File: src/verilog/csir_defs.vh
// offsets, field positions, reset values and codes of the core register bank
`ifndef CSIR_DEFS_VH
`define CSIR_DEFS_VH
`define CSIR_ADDR_W        9
`define CSIR_OFF_STATUS    9'h003
`define CSIR_OFF_INTCTL    9'h00b
`define CSIR_OFF_PFLAGS    9'h00c
`define CSIR_OFF_OPTCFG    9'h081
`define CSIR_OFF_PENABLE   9'h08c
`define CSIR_RST_STATUS    8'h18
`define CSIR_RST_OPTCFG    8'hff
`define CSIR_RST_INTCTL    8'h00
`define CSIR_RST_PIR       8'h00
`define CSIR_PIR_MASK      8'hcf
`define CSIR_B_IRP         7
`define CSIR_B_RP1         6
`define CSIR_B_RP0         5
`define CSIR_B_TO          4
`define CSIR_B_PD          3
`define CSIR_B_Z           2
`define CSIR_B_DC          1
`define CSIR_B_C           0
`define CSIR_B_PUDIS       7
`define CSIR_B_EXT_INT_EDGE_SELECT      6
`define CSIR_B_T0SRC       5
`define CSIR_B_T0EDGE      4
`define CSIR_B_PSA         3
`define CSIR_B_GIE         7
`define CSIR_B_PERIPHERAL_INT_ENABLE        6
`define CSIR_B_T0IE        5
`define CSIR_B_EXTIE       4
`define CSIR_B_PCIE        3
`define CSIR_B_T0IF        2
`define CSIR_B_EXTIF       1
`define CSIR_B_PCIF        0
`define CSIR_B_CCPF        2
`define CSIR_OP_NONE       3'h0
`define CSIR_OP_ADD        3'h1
`define CSIR_OP_SUB        3'h2
`define CSIR_OP_LOGIC      3'h3
`define CSIR_OP_RRF        3'h4
`define CSIR_OP_RLF        3'h5
`define CSIR_CCP_CAPTURE   2'h0
`define CSIR_CCP_COMPARE   2'h1
`define CSIR_CCP_PWM       2'h2
`endif

File: src/verilog/csir_core_regs.v
// core status, option and interrupt register bank
// Operation
// - indirect bank bit picks upper or lower memory half, indirect only
// - two direct bank bits select banks 0 to 3 for direct access
// - timeout bit set at power-up, clear-watchdog, sleep; cleared on timeout
// - power-down bit set at power-up and clear-watchdog; cleared by sleep
// - zero flag follows whether the alu result is zero, except on rotates
// - digit carry is carry out of bit 3; borrow inverted on subtract, but zero if subtrahend is nonzero with low nibble 0
// - carry is carry out of bit 7; borrow inverted on subtract
// - subtract adds two's complement; rotates load carry from source end bit
// - pull-up disable bit kills all port-b pull-ups, else per latch
// - external interrupt on rising edge when edge bit one, else falling
// - timer0 counts instruction clock or chosen edge of external clock pin
// - prescaler to watchdog or timer0; timer0 undivided when watchdog owns
// - rate n divides timer0 by 2^(n+1), watchdog by 2^n
// - flags set on their event regardless of any enable
// - global enable gates every interrupt
// - peripheral enable gates all peripheral interrupts
// - separate enables for timer0, external pin and port change
// - timer0 and external flags set by hardware, cleared by software only
// - port change flag set on upper port-b change, software clears
// - peripheral enable register, bits 5 and 4 read zero
// - peripheral flags set on their events, software clears
// - capture/compare flag set on capture or compare match, unused in pwm
// - alu-affected flag writes ignored only in a cycle with an alu op; timeout, power-down never writable
`timescale 1ns/1ps
`default_nettype none
`include "csir_defs.vh"
module csir_core_regs (
  // clock, reset, enable
  input  wire       i_core_clk,
  input  wire       i_nrst,
  input  wire       i_ce,
  // register port
  input  wire [8:0] i_addr,
  input  wire [7:0] i_wdata,
  input  wire       i_wr,
  input  wire       i_rd,
  output reg  [7:0] o_rdata,
  // alu
  input  wire [2:0] i_alu_op,
  input  wire [7:0] i_alu_a,
  input  wire [7:0] i_alu_b,
  output reg  [7:0] o_alu_result,
  // cpu events
  input  wire       i_clear_watchdog_instruction,
  input  wire       i_sleep,
  input  wire       i_wdt_timeout,
  input  wire       i_wdt_osc_tick,
  // addressing
  input  wire [7:0] i_fsr,
  input  wire [6:0] i_dir_addr,
  output reg  [8:0] o_ind_addr,
  output reg  [8:0] o_dir_addr,
  // pins
  input  wire       i_ext_int_pin,
  input  wire       i_t0_ext_clk_pin,
  input  wire [3:0] i_upper_port_b_a_pins,
  input  wire [7:0] i_port_b_a_latch,
  output reg  [7:0] o_port_b_a_pullup_en,
  // peripheral events
  input  wire       i_timer0_overflow,
  input  wire       i_lcd_event,
  input  wire       i_conv_done,
  input  wire       i_serial_done,
  input  wire [1:0] i_ccp_mode,
  input  wire       i_timer1_capture,
  input  wire       i_timer1_compare,
  input  wire       i_timer2_match,
  input  wire       i_timer1_overflow,
  // outputs
  output reg        o_timer0_tick,
  output reg        o_wdt_tick,
  output reg        o_int_req
);
  ////////////////////////////////////////////////////////////////////////////
  reg [7:0] status_q;
  reg [7:0] option_q;
  reg [7:0] core_interrupt_control_q;
  reg [7:0] pir_q;
  reg [7:0] pie_q;
  reg       ext_pin_q;
  reg [3:0] rb_q;
  wire [7:0] alu_res;
  wire      alu_z;
  wire      alu_dc;
  wire      alu_c;
  wire      t0_tick;
  wire      wd_tick;

  function hit;
    input [8:0] a;
    input [8:0] off;
    begin
      hit = (a == off);
    end
  endfunction

  wire wr_status = i_wr & hit(i_addr, `CSIR_OFF_STATUS);
  wire wr_option = i_wr & hit(i_addr, `CSIR_OFF_OPTCFG);
  wire wr_core_interrupt_control = i_wr & hit(i_addr, `CSIR_OFF_INTCTL);
  wire wr_pir    = i_wr & hit(i_addr, `CSIR_OFF_PFLAGS);
  wire wr_pie    = i_wr & hit(i_addr, `CSIR_OFF_PENABLE);
  wire alu_act   = (i_alu_op != `CSIR_OP_NONE);
  wire arith     = (i_alu_op == `CSIR_OP_ADD) | (i_alu_op == `CSIR_OP_SUB);
  wire rot       = (i_alu_op == `CSIR_OP_RRF) | (i_alu_op == `CSIR_OP_RLF);

  ////////////////////////////////////////////////////////////////////////////
  csir_alu_flags u_alu (
    .i_op     (i_alu_op),
    .i_a      (i_alu_a),
    .i_b      (i_alu_b),
    .i_carry  (status_q[`CSIR_B_C]),
    .o_result (alu_res),
    .o_z      (alu_z),
    .o_dc     (alu_dc),
    .o_c      (alu_c)
  );

  csir_prescaler u_pre (
    .i_core_clk   (i_core_clk),
    .i_nrst       (i_nrst),
    .i_ce         (i_ce),
    .i_cfg        (option_q),
    .i_t0_ext_pin (i_t0_ext_clk_pin),
    .i_wdt_tick   (i_wdt_osc_tick),
    .i_clear      (i_clear_watchdog_instruction | wr_option),
    .o_t0_tick    (t0_tick),
    .o_wdt_tick   (wd_tick)
  );

  ////////////////////////////////////////////////////////////////////////////
  // event detection
  wire ext_edge = option_q[`CSIR_B_EXT_INT_EDGE_SELECT] ? (~ext_pin_q & i_ext_int_pin)
                                           : (ext_pin_q & ~i_ext_int_pin);
  wire rb_chg   = |(rb_q ^ i_upper_port_b_a_pins);
  wire ccp_ev   = (i_ccp_mode == `CSIR_CCP_CAPTURE) ? i_timer1_capture
                : (i_ccp_mode == `CSIR_CCP_COMPARE) ? i_timer1_compare
                : 1'b0;
  wire [7:0] pir_set = {i_lcd_event, i_conv_done, 2'b00, i_serial_done,
                        ccp_ev, i_timer2_match, i_timer1_overflow};
  wire [7:0] int_set = {5'h00, i_timer0_overflow, ext_edge, rb_chg};

  ////////////////////////////////////////////////////////////////////////////
  // register updates
  reg [7:0] status_d;
  reg [7:0] core_interrupt_control_d;
  reg [7:0] pir_d;
  always @* begin
    status_d = status_q;
    if (wr_status) begin
      status_d[7:5] = i_wdata[7:5];
      if (!alu_act) begin
        status_d[2:0] = i_wdata[2:0];
      end
    end
    if (arith) begin
      status_d[`CSIR_B_DC] = alu_dc;
      status_d[`CSIR_B_C]  = alu_c;
    end
    if (rot) begin
      status_d[`CSIR_B_C] = alu_c;
    end
    if (alu_act && !rot) begin
      status_d[`CSIR_B_Z] = alu_z;
    end
    if (i_clear_watchdog_instruction) begin
      status_d[`CSIR_B_TO] = 1'b1;
      status_d[`CSIR_B_PD] = 1'b1;
    end else if (i_sleep) begin
      status_d[`CSIR_B_TO] = 1'b1;
      status_d[`CSIR_B_PD] = 1'b0;
    end
    if (i_wdt_timeout) begin
      status_d[`CSIR_B_TO] = 1'b0;
    end
    core_interrupt_control_d = wr_core_interrupt_control ? i_wdata : core_interrupt_control_q;
    core_interrupt_control_d = core_interrupt_control_d | int_set;
    pir_d    = wr_pir ? (i_wdata & `CSIR_PIR_MASK) : pir_q;
    pir_d    = pir_d | pir_set;
  end

  wire core_pend = |(core_interrupt_control_q[5:3] & core_interrupt_control_q[2:0]);
  wire peri_pend = core_interrupt_control_q[`CSIR_B_PERIPHERAL_INT_ENABLE] & |(pie_q & pir_q);
  wire irq       = core_interrupt_control_q[`CSIR_B_GIE] & (core_pend | peri_pend);

  reg [7:0] rd_mux;
  always @* begin
    case (i_addr)
      `CSIR_OFF_STATUS:  rd_mux = status_q;
      `CSIR_OFF_OPTCFG:  rd_mux = option_q;
      `CSIR_OFF_INTCTL:  rd_mux = core_interrupt_control_q;
      `CSIR_OFF_PFLAGS:  rd_mux = pir_q;
      `CSIR_OFF_PENABLE: rd_mux = pie_q;
      default:           rd_mux = 8'h00;
    endcase
  end

  ////////////////////////////////////////////////////////////////////////////
  always @(posedge i_core_clk or negedge i_nrst) begin
    if (!i_nrst) begin
      status_q          <= `CSIR_RST_STATUS;
      option_q          <= `CSIR_RST_OPTCFG;
      core_interrupt_control_q          <= `CSIR_RST_INTCTL;
      pir_q             <= `CSIR_RST_PIR;
      pie_q             <= `CSIR_RST_PIR;
      ext_pin_q         <= 1'b0;
      rb_q              <= 4'h0;
      o_rdata           <= 8'h00;
      o_alu_result      <= 8'h00;
      o_ind_addr        <= 9'h000;
      o_dir_addr        <= 9'h000;
      o_port_b_a_pullup_en <= 8'h00;
      o_timer0_tick     <= 1'b0;
      o_wdt_tick        <= 1'b0;
      o_int_req         <= 1'b0;
    end else if (i_ce) begin
      status_q  <= status_d;
      core_interrupt_control_q  <= core_interrupt_control_d;
      pir_q     <= pir_d;
      ext_pin_q <= i_ext_int_pin;
      rb_q      <= i_upper_port_b_a_pins;
      if (wr_option) begin
        option_q <= i_wdata;
      end
      if (wr_pie) begin
        pie_q <= i_wdata & `CSIR_PIR_MASK;
      end
      o_rdata      <= i_rd ? rd_mux : 8'h00;
      o_alu_result <= alu_res;
      o_ind_addr   <= {status_q[`CSIR_B_IRP], i_fsr};
      o_dir_addr   <= {status_q[`CSIR_B_RP1:`CSIR_B_RP0], i_dir_addr};
      o_port_b_a_pullup_en <= option_q[`CSIR_B_PUDIS] ? 8'h00
                                                   : ~i_port_b_a_latch;
      o_timer0_tick <= t0_tick;
      o_wdt_tick    <= wd_tick;
      o_int_req     <= irq;
    end
  end
endmodule // csir_core_regs
`default_nettype wire

File: src/verilog/csir_alu_flags.v
// add, subtract and rotate flag generator for the status register
`timescale 1ns/1ps
`default_nettype none
`include "csir_defs.vh"
module csir_alu_flags (
  // operation
  input  wire [2:0] i_op,
  input  wire [7:0] i_a,
  input  wire [7:0] i_b,
  input  wire       i_carry,
  // results
  output reg  [7:0] o_result,
  output reg        o_z,
  output reg        o_dc,
  output reg        o_c
);
  reg [8:0] sum;
  reg [4:0] low;
  reg [7:0] opb;
  always @* begin
    sum      = 9'h000;
    low      = 5'h00;
    opb      = i_b;
    o_result = i_a;
    o_z      = 1'b0;
    o_dc     = 1'b0;
    o_c      = i_carry;
    case (i_op)
      `CSIR_OP_ADD, `CSIR_OP_SUB: begin
        if (i_op == `CSIR_OP_SUB) begin
          opb = ~i_b + 8'h01;
        end
        sum      = {1'b0, i_a} + {1'b0, opb};
        low      = {1'b0, i_a[3:0]} + {1'b0, opb[3:0]};
        if (i_op == `CSIR_OP_SUB && i_b == 8'h00) begin
          sum = 9'h100 | {1'b0, i_a};
          low = 5'h10 | {1'b0, i_a[3:0]};
        end
        o_result = sum[7:0];
        o_dc     = low[4];
        o_c      = sum[8];
      end
      `CSIR_OP_RRF: begin
        o_result = {i_carry, i_a[7:1]};
        o_c      = i_a[0];
      end
      `CSIR_OP_RLF: begin
        o_result = {i_a[6:0], i_carry};
        o_c      = i_a[7];
      end
      default: begin
        o_result = i_a;
      end
    endcase
    o_z = (o_result == 8'h00);
  end
endmodule // csir_alu_flags
`default_nettype wire

File: src/verilog/csir_prescaler.v
// shared timer0 / watchdog prescaler with source and edge selection
`timescale 1ns/1ps
`default_nettype none
`include "csir_defs.vh"
module csir_prescaler (
  // clock and reset
  input  wire       i_core_clk,
  input  wire       i_nrst,
  input  wire       i_ce,
  // configuration
  input  wire [7:0] i_cfg,
  // sources
  input  wire       i_t0_ext_pin,
  input  wire       i_wdt_tick,
  input  wire       i_clear,
  // ticks
  output reg        o_t0_tick,
  output reg        o_wdt_tick
);
  reg       pin_q;
  reg [7:0] cnt_q;
  wire      src_int  = ~i_cfg[`CSIR_B_T0SRC];
  wire      ext_edge = i_cfg[`CSIR_B_T0EDGE] ? (pin_q & ~i_t0_ext_pin)
                                             : (~pin_q & i_t0_ext_pin);
  wire      t0_raw   = src_int | ext_edge;
  wire      prescaler_assign      = i_cfg[`CSIR_B_PSA];
  wire      pre_in   = prescaler_assign ? i_wdt_tick : t0_raw;
  wire [3:0] shift   = prescaler_assign ? {1'b0, i_cfg[2:0]}
                           : {1'b0, i_cfg[2:0]} + 4'h1;
  wire [8:0] full    = 9'h001 << shift;
  wire [7:0] nxt     = cnt_q + 8'h01;
  wire      wrap     = (shift == 4'h0) ? 1'b1
                     : (({1'b0, cnt_q} + 9'h001) == full);
  always @(posedge i_core_clk or negedge i_nrst) begin
    if (!i_nrst) begin
      pin_q      <= 1'b0;
      cnt_q      <= 8'h00;
      o_t0_tick  <= 1'b0;
      o_wdt_tick <= 1'b0;
    end else if (i_ce) begin
      pin_q      <= i_t0_ext_pin;
      o_t0_tick  <= prescaler_assign ? t0_raw : 1'b0;
      o_wdt_tick <= prescaler_assign ? 1'b0 : i_wdt_tick;
      if (i_clear) begin
        cnt_q <= 8'h00;
      end else if (pre_in) begin
        cnt_q <= wrap ? 8'h00 : nxt;
        if (wrap && prescaler_assign) begin
          o_wdt_tick <= 1'b1;
        end
        if (wrap && !prescaler_assign) begin
          o_t0_tick <= 1'b1;
        end
      end
    end
  end
endmodule // csir_prescaler
`default_nettype wire

File: config.mk
export PLATFORM = sky130hd
export DESIGN_NAME = csir_core_regs
export DESIGN_NICKNAME = d
export VERILOG_FILES = /design/src/verilog/csir_core_regs.v /design/src/verilog/csir_alu_flags.v /design/src/verilog/csir_prescaler.v
export VERILOG_INCLUDE_DIRS = /design/src /design/src/verilog
export SDC_FILE = /design/constraint.sdc
export NUM_CORES = 1
export LEC_CHECK = 0
export BUFFER_PORTS_ARGS = -buffer_cell sky130_fd_sc_hd__clkbuf_2
export CORE_ASPECT_RATIO = 0.9
export CORE_MARGIN = 8
export CORE_UTILIZATION = 35
export CTS_CLUSTER_DIAMETER = 40
export DETAILED_ROUTE_END_ITERATION = 12
export GPL_TIMING_DRIVEN = 0
export PLACE_DENSITY_LB_ADDON = 0.05
export REMOVE_ABC_BUFFERS = 1
export SYNTH_ARGS = -nofsm -noshare
export SYNTH_HDL_FRONTEND = slang
export SYNTH_SLANG_ARGS = --single-unit
File: constraint.sdc
create_clock -name i_core_clk -period 6.75 [get_ports i_core_clk]
set_clock_uncertainty 0.05 [all_clocks]
set_input_delay 1.35 -clock i_core_clk [delete_from_list [all_inputs] [get_ports i_core_clk]]
set_output_delay 1.35 -clock i_core_clk [all_outputs]
set_load 0.05 [all_outputs]
==> results.sh, run 1 <==
export IMPL_status="completed"
export IMPL_nNetsFinal=790
export IMPL_relSlewSlack_pct=48.80
export IMPL_cp_arrival_ns=4.83
export IMPL_fin_setup_tns_ns=0
export IMPL_grt_max_degree=63
export IMPL_row_count=44
export IMPL_cts_tree="yes"
export IMPL_regToRegSetupSlack_ns=3.41
export IMPL_grt_pass1_wl_um=27470
export IMPL_regArea_mm2=0.002440
export IMPL_r2r_start="option_q[0]"
export IMPL_start_util_pct=35.90
export IMPL_holdCritPathClass="reg -> reg"
export IMPL_area_growth_pct=19.12
export IMPL_die_w_um=151.8
export IMPL_synth_seq_cells=97
export IMPL_pwr_density_cell_mw_per_mm2=215.8
export IMPL_r2r_end="u_pre.cnt_q[0]"
export IMPL_multi_input_area_mm2=0.003159
export IMPL_drtPass1Iterations=4
export IMPL_synthMuxAreaShare_pct=14.28
export IMPL_slowest_delay_ns=0.43
export IMPL_required_ns=6.97
export IMPL_drive_above_1_share_pct=31.38
export IMPL_async_reset_ff_share_pct=100.0
export IMPL_ys_seq_area_share_pct=41.99
export IMPL_synth_adder_area_share_pct=2.929
export IMPL_cts_buffers=9
export IMPL_whs_path_depth=2
export IMPL_wire_per_inst_um=18.69
export IMPL_cp_slowest_cell="nor2_1"
export IMPL_holdPathEnd="status_q[4]"
export IMPL_holdWs_ns=0.4325
export IMPL_ctsResizeCount=0
export IMPL_post_cts_buffers=0
export IMPL_end_kind="flip-flop"
export IMPL_worst_pin_slew_ns=0.7628
export IMPL_cts_hold_buf=0
export IMPL_hp_start="status_q[4]"
export IMPL_ios=129
export IMPL_place_congestion=0.7943
export IMPL_synth_edff_count=0
export IMPL_reg2reg_depth=9
export IMPL_start_kind="input port"
export IMPL_antenna_cells=0
export IMPL_drv_slew=0
export IMPL_clock_sinks=97
export IMPL_core_mm2=0.01619
export IMPL_nFillCells=1616
export IMPL_drc=0
export IMPL_max_freq_mhz=217.2
export IMPL_syn_inst=583
export IMPL_num_vias=4964
export IMPL_rsz0062_at_grt="no"
export IMPL_ant_nets=0
export IMPL_synth_top_family_by_area="compound AO/OA/AOI/OAI gates"
export IMPL_synth_xor_area_share_pct=3.704
export IMPL_finalHoldViolCount=0
export IMPL_die_h_um=138.2
export IMPL_numPortBuffers=128
export IMPL_cap_violations=0
export IMPL_period_share_pct=68.21
export IMPL_drt_initial_drc_count=198
export IMPL_drt_vias_per_instance=5.485
export IMPL_yosys_warnings=0
export IMPL_period_needed_ns=4.604
export IMPL_synth_compound_area_share_pct=18.73
export IMPL_path_clk_slew_ns=0.07
export IMPL_criticalPathCategory="in -> reg"
export IMPL_cp_max_fo=21
export IMPL_ir_drop_mv=0.1357
export IMPL_path_cells="clkbuf_2, nor2_1, nand2_1, nor2_1, xor2_1, ha_1, nor2b_1, o21ai_1, a21o_1, nor3b_1, o31ai_1, nor4b_1, o2111ai_1, a31oi_1"
export IMPL_dieArea_mm2=0.02099
export IMPL_insertion_delay_ns=0.35
export IMPL_p_leak_uw=0.003170
export IMPL_yosys_area_share_simple_pct=14.73
export IMPL_crit_path_frequent_cell="nor2_1"
export IMPL_gr_total_overflow=0
export IMPL_yosysUniqueCellTypes=71
export IMPL_synthesis_area_mm2=0.005811
export IMPL_h_tree_depth=3
export IMPL_track_usage_pct=16.02
export IMPL_synth_avg_cell_area_um2=9.967
export IMPL_grt_pass1_vias=5102
export IMPL_hpwl_um=12540
export IMPL_antenna_found_initial=0
export IMPL_wl_um=16920
export IMPL_synthFlopType="dfrtp_1"
export IMPL_setup_viol=0
export IMPL_clock_path_buffers=2
export IMPL_root_buffer="clkbuf_16"
[cell usage in the layout (no fill, tap or decap), drive strengths merged, types with 9 or more instances in the layout]
cell type / count
nand4: 9
o21ai: 27
nand3: 12
nand2: 35
inv: 24
ha: 12
xnor2: 9
xor2: 13
mux2i: 21
dfstp: 10
nor2b: 12
a21oi: 31
a31oi: 11
clkbuf: 137
o31ai: 15
mux2: 55
nor3: 11
nor2: 47
dfrtp: 87
[critical path, delay by kind of cell]
| family | cells | cell delay [ns] |
|---|---|---|
| AOI/OAI and AO/OA | 5 | 0.89 |
| xor gates and xnor gates | 1 | 0.18 |
| adders and majority gates | 1 | 0.29 |
| buffers and inverters | 1 | 0.29 |
| and+or+nand+nor | 6 | 1.82 |
[worst max-delay path by stage]
stage | startpoint | endpoint | slack, ns | cells after the start
after floorplan | i_alu_op[0] | status_q[2] | 2.90 | 13
after global placement | i_alu_op[0] | status_q[2] | 1.84 | 14
after detailed placement | i_alu_op[0] | status_q[2] | 1.90 | 14
after CTS | i_alu_op[0] | status_q[2] | 2.27 | 14
after global routing | i_alu_op[0] | status_q[2] | 1.95 | 14
final | i_alu_op[0] | status_q[2] | 2.15 | 14
[Yosys cell counts (9+ instances only)]
cell,number,area (um^2)
nand2_1,35,131.4
inv_1,21,78.83
xor2_1,13,113.9
o31ai_1,12,90.09
nand3_1,12,60.06
mux2i_1,21,210.2
ha_1,12,150.1
dfrtp_1,87,2177
nand4_1,9,56.30
xnor2_1,9,78.83
dfstp_2,10,262.8
nor2b_1,12,75.07
nor2_1,47,176.4
a21oi_1,31,155.2
clkbuf_1,22,82.58
o21ai_0,19,95.09
mux2_2,53,596.8
nor3_1,11,55.05
a31oi_1,11,68.82
[metrics by stage]
step / std cells / instance area [um^2] / setup WS [ns] / power [uW] / util, %
2_1_floorplan: 552 / 5682 / 2.905 / 870.7 / -
3_3_place_gp: 887 / 6581 / 1.845 / 991.2 / 40.66
3_5_place_dp: 888 / 6611 / 1.904 / 998.4 / 40.85
4_1_cts: 904 / 6902 / 2.268 / 1518 / 42.64
5_1_grt: 905 / 6922 / 1.946 / 1573 / 42.76
6_report: 905 / 6922 / 2.146 / 1493 / 42.76
[power breakdown]
part / leakage [uW] / internal (uW) / switching [uW]
clock network: 0.000137 / 257 / 251
registers: 0.00118 / 620 / 27.3
logic: 0.00185 / 116 / 222
total: 0.00317 / 994 / 500
[area by class of cell]
type	count	area share (%)
multi-input cells	433	45.64
well taps	207	3.742
inverters	22	1.193
clock buffers	9	3.254
repair buffers	130	9.978
flip-flops and latches	97	35.25
clock inverters	7	0.9400
[cell families after synthesis]
family | after synthesis
and+or+nand+nor | 167
AOI/OAI and AO/OA | 154
buffers and inverters | 53
DFF | 97
xor gates and xnor gates | 23
adders and majority gates | 13
muxes | 76
[sequential cells by signal, indices dropped and copies added, names as in the netlist, 4 cells and up]
signal and count:
o_dir_addr 9, o_ind_addr 9, core_interrupt_control_q 8, o_alu_result 8, o_port_b_a_pullup_en 8, o_rdata 8, option_q 8, status_q 8
u_pre.cnt_q 8, pie_q 6, pir_q 6, rb_q 4
[per-layer routing]
layer | global-route usage, % | routed length (um)
met5 | 0 | 0
met4 | 3.696 | 135
met3 | 5.085 | 1073
met2 | 25.07 | 7833
met1 | 21.09 | 7877
Power figures use the tool's default switching activity.
==> run 2, diff against run 1 <==
- ABC_AREA: default -> 1
- clock period: 6.75 -> 4.6 ns (I/O delays scaled with it)
==> results.sh, run 2 <==
export IMPL_status="completed"
export IMPL_reg2reg_depth=14
export IMPL_start_kind="input port"
export IMPL_finalNonFillerCells=1144
export IMPL_start_util_pct=35.26
export IMPL_yosys_warnings=0
export IMPL_crit_path_start="i_alu_b[0]"
export IMPL_h_tree_depth=3
export IMPL_row_count=45
export IMPL_max_freq_mhz=335.0
export IMPL_r2r_start="option_q[1]"
export IMPL_holdCritPathClass="reg -> reg"
export IMPL_async_reset_ff_share_pct=100.0
export IMPL_wire_per_inst_um=14.77
export IMPL_cp_arrival_ns=3.20
export IMPL_cts_buffers=9
export IMPL_fin_setup_tns_ns=0
export IMPL_num_vias=5528
export IMPL_root_buffer="clkbuf_16"
export IMPL_clock_path_buffers=2
export IMPL_post_cts_buffers=0
export IMPL_p_int_uw=1474
export IMPL_switching_power_uw=675.7
export IMPL_crit_path_frequent_cell="nand2_1"
export IMPL_ir_drop_mv=0.2412
export IMPL_area_growth_pct=19.95
export IMPL_place_congestion=0.8092
export IMPL_cp_max_fo=4
export IMPL_drv_slew=0
export IMPL_rsz0062_at_grt="no"
export IMPL_insertion_delay_ns=0.35
export IMPL_cts_tree="yes"
export IMPL_period_needed_ns=2.985
export IMPL_crit_buf_inv=3
export IMPL_setup_slack_ns=1.615
export IMPL_cts_hold_buf=0
export IMPL_power_frac_clock_pct=36.1
export IMPL_nFillCells=1730
export IMPL_end_kind="flip-flop"
export IMPL_path_clk_slew_ns=0.07
export IMPL_dieArea_mm2=0.02120
export IMPL_cap_violations=0
export IMPL_die_h_um=138.9
export IMPL_p_leak_uw=0.003876
export IMPL_path_cells="clkbuf_2, inv_1, ha_1, nand2_1, o21ai_0, xor2_1, ha_1, nand2_1, inv_1, a21oi_1, nand2_1, nand2_1, nand3_1, nand2_1, nand2_1, nor2_1, nand4_1, a21oi_1"
export IMPL_die_w_um=152.6
export IMPL_dp_slack_ns=1.268
export IMPL_hpwl_um=13140
export IMPL_hp_start="o_timer0_tick"
export IMPL_ys_top_cells_by_count="291 x nand2_1, 94 x inv_1, 87 x dfrtp_1"
export IMPL_drt_vias_per_instance=4.832
export IMPL_seqPwrFrac_pct=43.4
export IMPL_synth_most_common_cell="nand2_1"
export IMPL_drc=0
export IMPL_swShare_pct=31.43
export IMPL_period_share_pct=64.90
export IMPL_yosys_area_top_type="dfrtp_1"
export IMPL_synth_avg_cell_area_um2=7.308
export IMPL_required_ns=4.82
export IMPL_synthFlopType="dfrtp_1"
export IMPL_drtPass1Iterations=4
export IMPL_syn_inst=804
export IMPL_dp_cells=1128
export IMPL_wl_um=16890
export IMPL_criticalPathCategory="in -> reg"
export IMPL_synthesis_area_mm2=0.005876
export IMPL_synth_seq_cells=97
export IMPL_ctsResizeCount=0
export IMPL_synth_edff_count=0
export IMPL_antenna_found_initial=0
export IMPL_path_delay_family="simple AND/OR/NAND/NOR gates"
export IMPL_fin_util_pct=42.29
export IMPL_layout_common_cells="291 x nand2_1, 127 x clkbuf_2, 94 x inv_1, 87 x dfrtp_1, 65 x o21ai_0"
export IMPL_numPortBuffers=128
export IMPL_top_regs="o_dir_addr x9, o_ind_addr x9"
export IMPL_yosysUniqueCellTypes=46
export IMPL_regToRegSetupSlack_ns=2.48
export IMPL_finalHoldViolCount=0
export IMPL_r2r_end="u_pre.cnt_q[2]"
export IMPL_gr_total_overflow=0
export IMPL_ys_seq_area_share_pct=41.52
export IMPL_grt_pass1_wl_um=28360
export IMPL_report_power_total_uw=2150
export IMPL_whs_path_depth=2
export IMPL_holdPathEnd="o_timer0_tick"
export IMPL_relSlewSlack_pct=27.37
export IMPL_grt_max_degree=64
export IMPL_antenna_cells=0
export IMPL_comb_power_share_pct=20.5
export IMPL_track_usage_pct=16.21
export IMPL_worst_pin_slew_ns=1.089
export IMPL_crit_cells=18
export IMPL_ant_nets=0
export IMPL_ios=129
export IMPL_setup_viol=0
export IMPL_grt_pass1_vias=5697
export IMPL_slowest_delay_ns=0.30
export IMPL_yosysTopAreaCellShare_pct=37.05
export IMPL_clock_sinks=97
export IMPL_synth_area_top_cells="dfrtp_1 37%, nand2_1 19%, inv_1 6.0%"
export IMPL_cp_slowest_cell="ha_1"
export IMPL_pwr_density_cell_mw_per_mm2=305.1
export IMPL_drive_above_1_share_pct=22.40
export IMPL_core_mm2=0.01667
export IMPL_final_common_cell="nand2_1"
export IMPL_drt_initial_drc_count=272
export IMPL_nNetsFinal=1025
## run 2: cell types whose count changed after synthesis, moves of 13 or more
cell / before / now
nand3_1: 12 / 39
inv_2: 1 / 14
mux2_2: 53 / 1
nand2_1: 35 / 291
o21ai_0: 19 / 65
inv_1: 21 / 94
mux2i_1: 21 / 0
a21oi_1: 31 / 18
## run 2: worst reg2reg max path: stages (launching register included)
cell     delay, ns
dfstp_2       0.58
ha_1          0.21
nand2_2       0.08
nand2_4       0.09
nand2_8       0.09
nor2_8        0.12
nand3_1       0.09
nand2_1       0.09
nand2_1       0.07
nor2_2        0.11
nand3_1       0.10
nand2_2       0.12
inv_2         0.09
nand4_1       0.08
nand2_1       0.06
## run 2: area by class of cell
cell class / count / area [um^2] / area share [%]
well taps: 211 / 264.0 / 3.746
multi-input cells: 579 / 2937 / 41.67
inverters: 112 / 430.4 / 6.107
flip-flops and latches: 97 / 2440 / 34.62
repair buffers: 129 / 670.6 / 9.515
clock buffers: 11 / 242.7 / 3.444
clock inverters: 5 / 63.81 / 0.9054
## run 2: cells by family after synthesis
family / count (synthesis) / share of synthesized area [%]
AOI/OAI and AO/OA: 123 / 11.99
xor gates and xnor gates: 14 / 2.087
adders and majority gates: 13 / 2.896
buffers and inverters: 128 / 8.496
DFF: 97 / 41.52
muxes: 1 / 0.1916
and+or+nand+nor: 428 / 32.82
## run 2: how the worst max path moves through the flow
stage | to | slack [ns]
after global placement | o_ind_addr[2] | 1.17
final | status_q[2] | 1.61
after detailed placement | status_q[2] | 1.27
after CTS | status_q[2] | 1.62
after floorplan | status_q[2] | 1.81
after global routing | status_q[2] | 1.31
## run 2: routing by layer
layer	part of all wire, %	up-vias	global-route usage [%]	wire (um)
li1	-	2825	-	-
met1	46	2574	20.27	7766
met2	48	116	27.74	8070
met3	5.3	13	4.361	895
met4	0.95	0	2.966	161
met5	0	-	0	0
## run 2: stage by stage
| step | hold slack, ns | area, um^2 |
|---|---|---|
| 6_report | 0.4223 | 7048 |
| 5_1_grt | 0.4474 | 7048 |
| 4_1_cts | 0.4293 | 7048 |
| 3_5_place_dp | 0.4112 | 6741 |
| 3_3_place_gp | 0.4042 | 6711 |
| 2_1_floorplan | 0.3940 | 5807 |
## run 2: power by group through the flow
stage	Combinational [uW]	Sequential, uW	Clock [uW]
after detailed placement	446	948	0
after CTS	448	932	805
after global routing	494	938	836
final	441	932	777
after global placement	437	946	0
after floorplan	198	1030	0
==> run 3, diff against run 2 <==
- clock period: 4.6 -> 2.8 ns (I/O delays scaled with it)
==> results.sh, run 3 (synthesis results as in run 2) <==
export IMPL_cp_arrival_ns=2.81
export IMPL_final_common_cell="nand2_1"
export IMPL_path_cells="clkbuf_2, inv_1, ha_1, nand2_1, o21ai_1, xor2_1, ha_1, nand2_1, inv_1, a21oi_2, nand2_1, nand2_1, nand3_1, nand2_1, nand2_1, nor2_1, nand4_1, a21oi_1"
export IMPL_period_needed_ns=2.595
export IMPL_switching_power_uw=1114
export IMPL_drt_vias_per_instance=4.846
export IMPL_nNetsFinal=1025
export IMPL_drv_slew=0
export IMPL_top_regs="o_dir_addr x9, o_ind_addr x9"
export IMPL_comb_power_share_pct=20.7
export IMPL_relSlewSlack_pct=25.76
export IMPL_start_util_pct=35.26
export IMPL_antenna_found_initial=0
export IMPL_drt_initial_drc_count=265
export IMPL_clock_sinks=97
export IMPL_setup_viol=0
export IMPL_drc=0
export IMPL_cts_tree="yes"
export IMPL_insertion_delay_ns=0.35
export IMPL_crit_buf_inv=3
export IMPL_numPortBuffers=128
export IMPL_drtPass1Iterations=4
export IMPL_wire_per_inst_um=14.82
export IMPL_setup_slack_ns=0.2046
export IMPL_grt_pass1_wl_um=28360
export IMPL_period_share_pct=92.69
export IMPL_num_vias=5544
export IMPL_layout_common_cells="291 x nand2_1, 127 x clkbuf_2, 93 x inv_1, 87 x dfrtp_1, 63 x o21ai_0"
export IMPL_crit_path_frequent_cell="nand2_1"
export IMPL_p_leak_uw=0.003876
export IMPL_drive_above_1_share_pct=22.94
export IMPL_track_usage_pct=16.21
export IMPL_fin_setup_tns_ns=0
export IMPL_clock_path_buffers=2
export IMPL_pwr_density_cell_mw_per_mm2=500.7
export IMPL_holdCritPathClass="in -> async"
export IMPL_root_buffer="clkbuf_16"
export IMPL_cp_slowest_cell="ha_1"
export IMPL_cap_violations=0
export IMPL_wl_um=16950
export IMPL_criticalPathCategory="in -> reg"
export IMPL_hpwl_um=13140
export IMPL_finalHoldViolCount=0
export IMPL_seqPwrFrac_pct=43.3
export IMPL_area_growth_pct=20.27
export IMPL_gr_total_overflow=0
export IMPL_place_congestion=0.8092
export IMPL_path_delay_family="simple AND/OR/NAND/NOR gates"
export IMPL_grt_pass1_vias=5697
export IMPL_antenna_cells=0
export IMPL_worst_pin_slew_ns=1.114
export IMPL_post_dp_cell_area_mm2=0.006741
export IMPL_grt_max_degree=64
export IMPL_dp_slack_ns=-0.1718
export IMPL_post_cts_buffers=0
export IMPL_end_kind="flip-flop"
export IMPL_final_area_mm2=0.007067
export IMPL_swShare_pct=31.49
export IMPL_holdWs_ns=0.1815
export IMPL_ios=129
export IMPL_cts_buffers=9
export IMPL_ant_nets=0
export IMPL_h_tree_depth=3
export IMPL_row_count=45
export IMPL_power_frac_clock_pct=36.0
export IMPL_start_kind="input port"
export IMPL_max_freq_mhz=385.3
export IMPL_die_w_um=152.6
export IMPL_dieArea_mm2=0.02120
export IMPL_path_clk_slew_ns=0.07
export IMPL_required_ns=3.02
export IMPL_core_mm2=0.01667
export IMPL_die_h_um=138.9
export IMPL_p_int_uw=2424
export IMPL_ir_drop_mv=0.3963
export IMPL_slowest_delay_ns=0.30
export IMPL_status="completed"
export IMPL_cp_max_fo=4
-- run 3: cell counts in the layout (fill, tap and decap cells not counted) --
No cell type changed its count.
-- run 3: worst paths after layout --
| path | from | endpoint | depth (start not counted) | slack (ns) |
|---|---|---|---|---|
| max | i_alu_b[0] | status_q[2] | 18 | 0.20 |
| min | i_nrst | o_port_b_a_pullup_en[6] | 1 | 0.18 |
| max reg2reg | option_q[1] | u_pre.cnt_q[2] | 14 | 0.68 |
| min reg2reg | o_timer0_tick | o_timer0_tick | 2 | 0.42 |
| max in group asynchronous | i_nrst | status_q[4] | 2 | 1.77 |
| min in group i_core_clk | i_port_b_a_latch[6] | o_port_b_a_pullup_en[6] | 2 | 0.36 |
-- run 3: area by class of cell --
class,instances,area (um^2)
inverter,112,432.9
clock inverter,5,63.81
fill,1733,9599
clock buffer,11,242.7
sequential,97,2440
timing repair buffer,129,670.6
multi-input combinational,579,2953
tap,211,264.0
-- run 3: through the flow --
stage | cells | util [%] | power [uW]
finish | 1144 | 42.40 | 3539
global route | 1144 | 42.40 | 3732
CTS | 1144 | 42.29 | 3590
detailed placement | 1128 | 40.45 | 2291
global placement | 1127 | 40.27 | 2272
floorplan | 788 | - | 2018
-- run 3: worst reg2reg max path: cells and delay by family (launching register included) --
kind / cells / cell delay, ns
fa+ha+maj: 1 / 0.21
buf+inv: 1 / 0.09
flops: 1 / 0.58
simple gates: 12 / 1.10
-- run 3: power groups by stage --
stage	Sequential (uW)	Clock, uW	Combinational, uW
2_1_floorplan	1690	0	325
3_3_place_gp	1550	0	717
3_5_place_dp	1560	0	733
4_1_cts	1530	1320	736
5_1_grt	1540	1370	818
6_report	1530	1280	731
-- run 3: timing repair --
item | 4_1_cts | 5_1_grt
setup endpoints to repair | 0 | 3
hold buffers | 0 | 0
resized for setup | 0 | 9
-- run 3: metal layers --
layer / track usage (%) / wire length (um) / vias to the layer above
met5: 0 / 0 / -
met4: 2.966 / 159 / 0
met3: 4.361 / 869 / 13
met2: 27.74 / 8120 / 113
met1: 20.27 / 7805 / 2595
li1: - / - / 2823
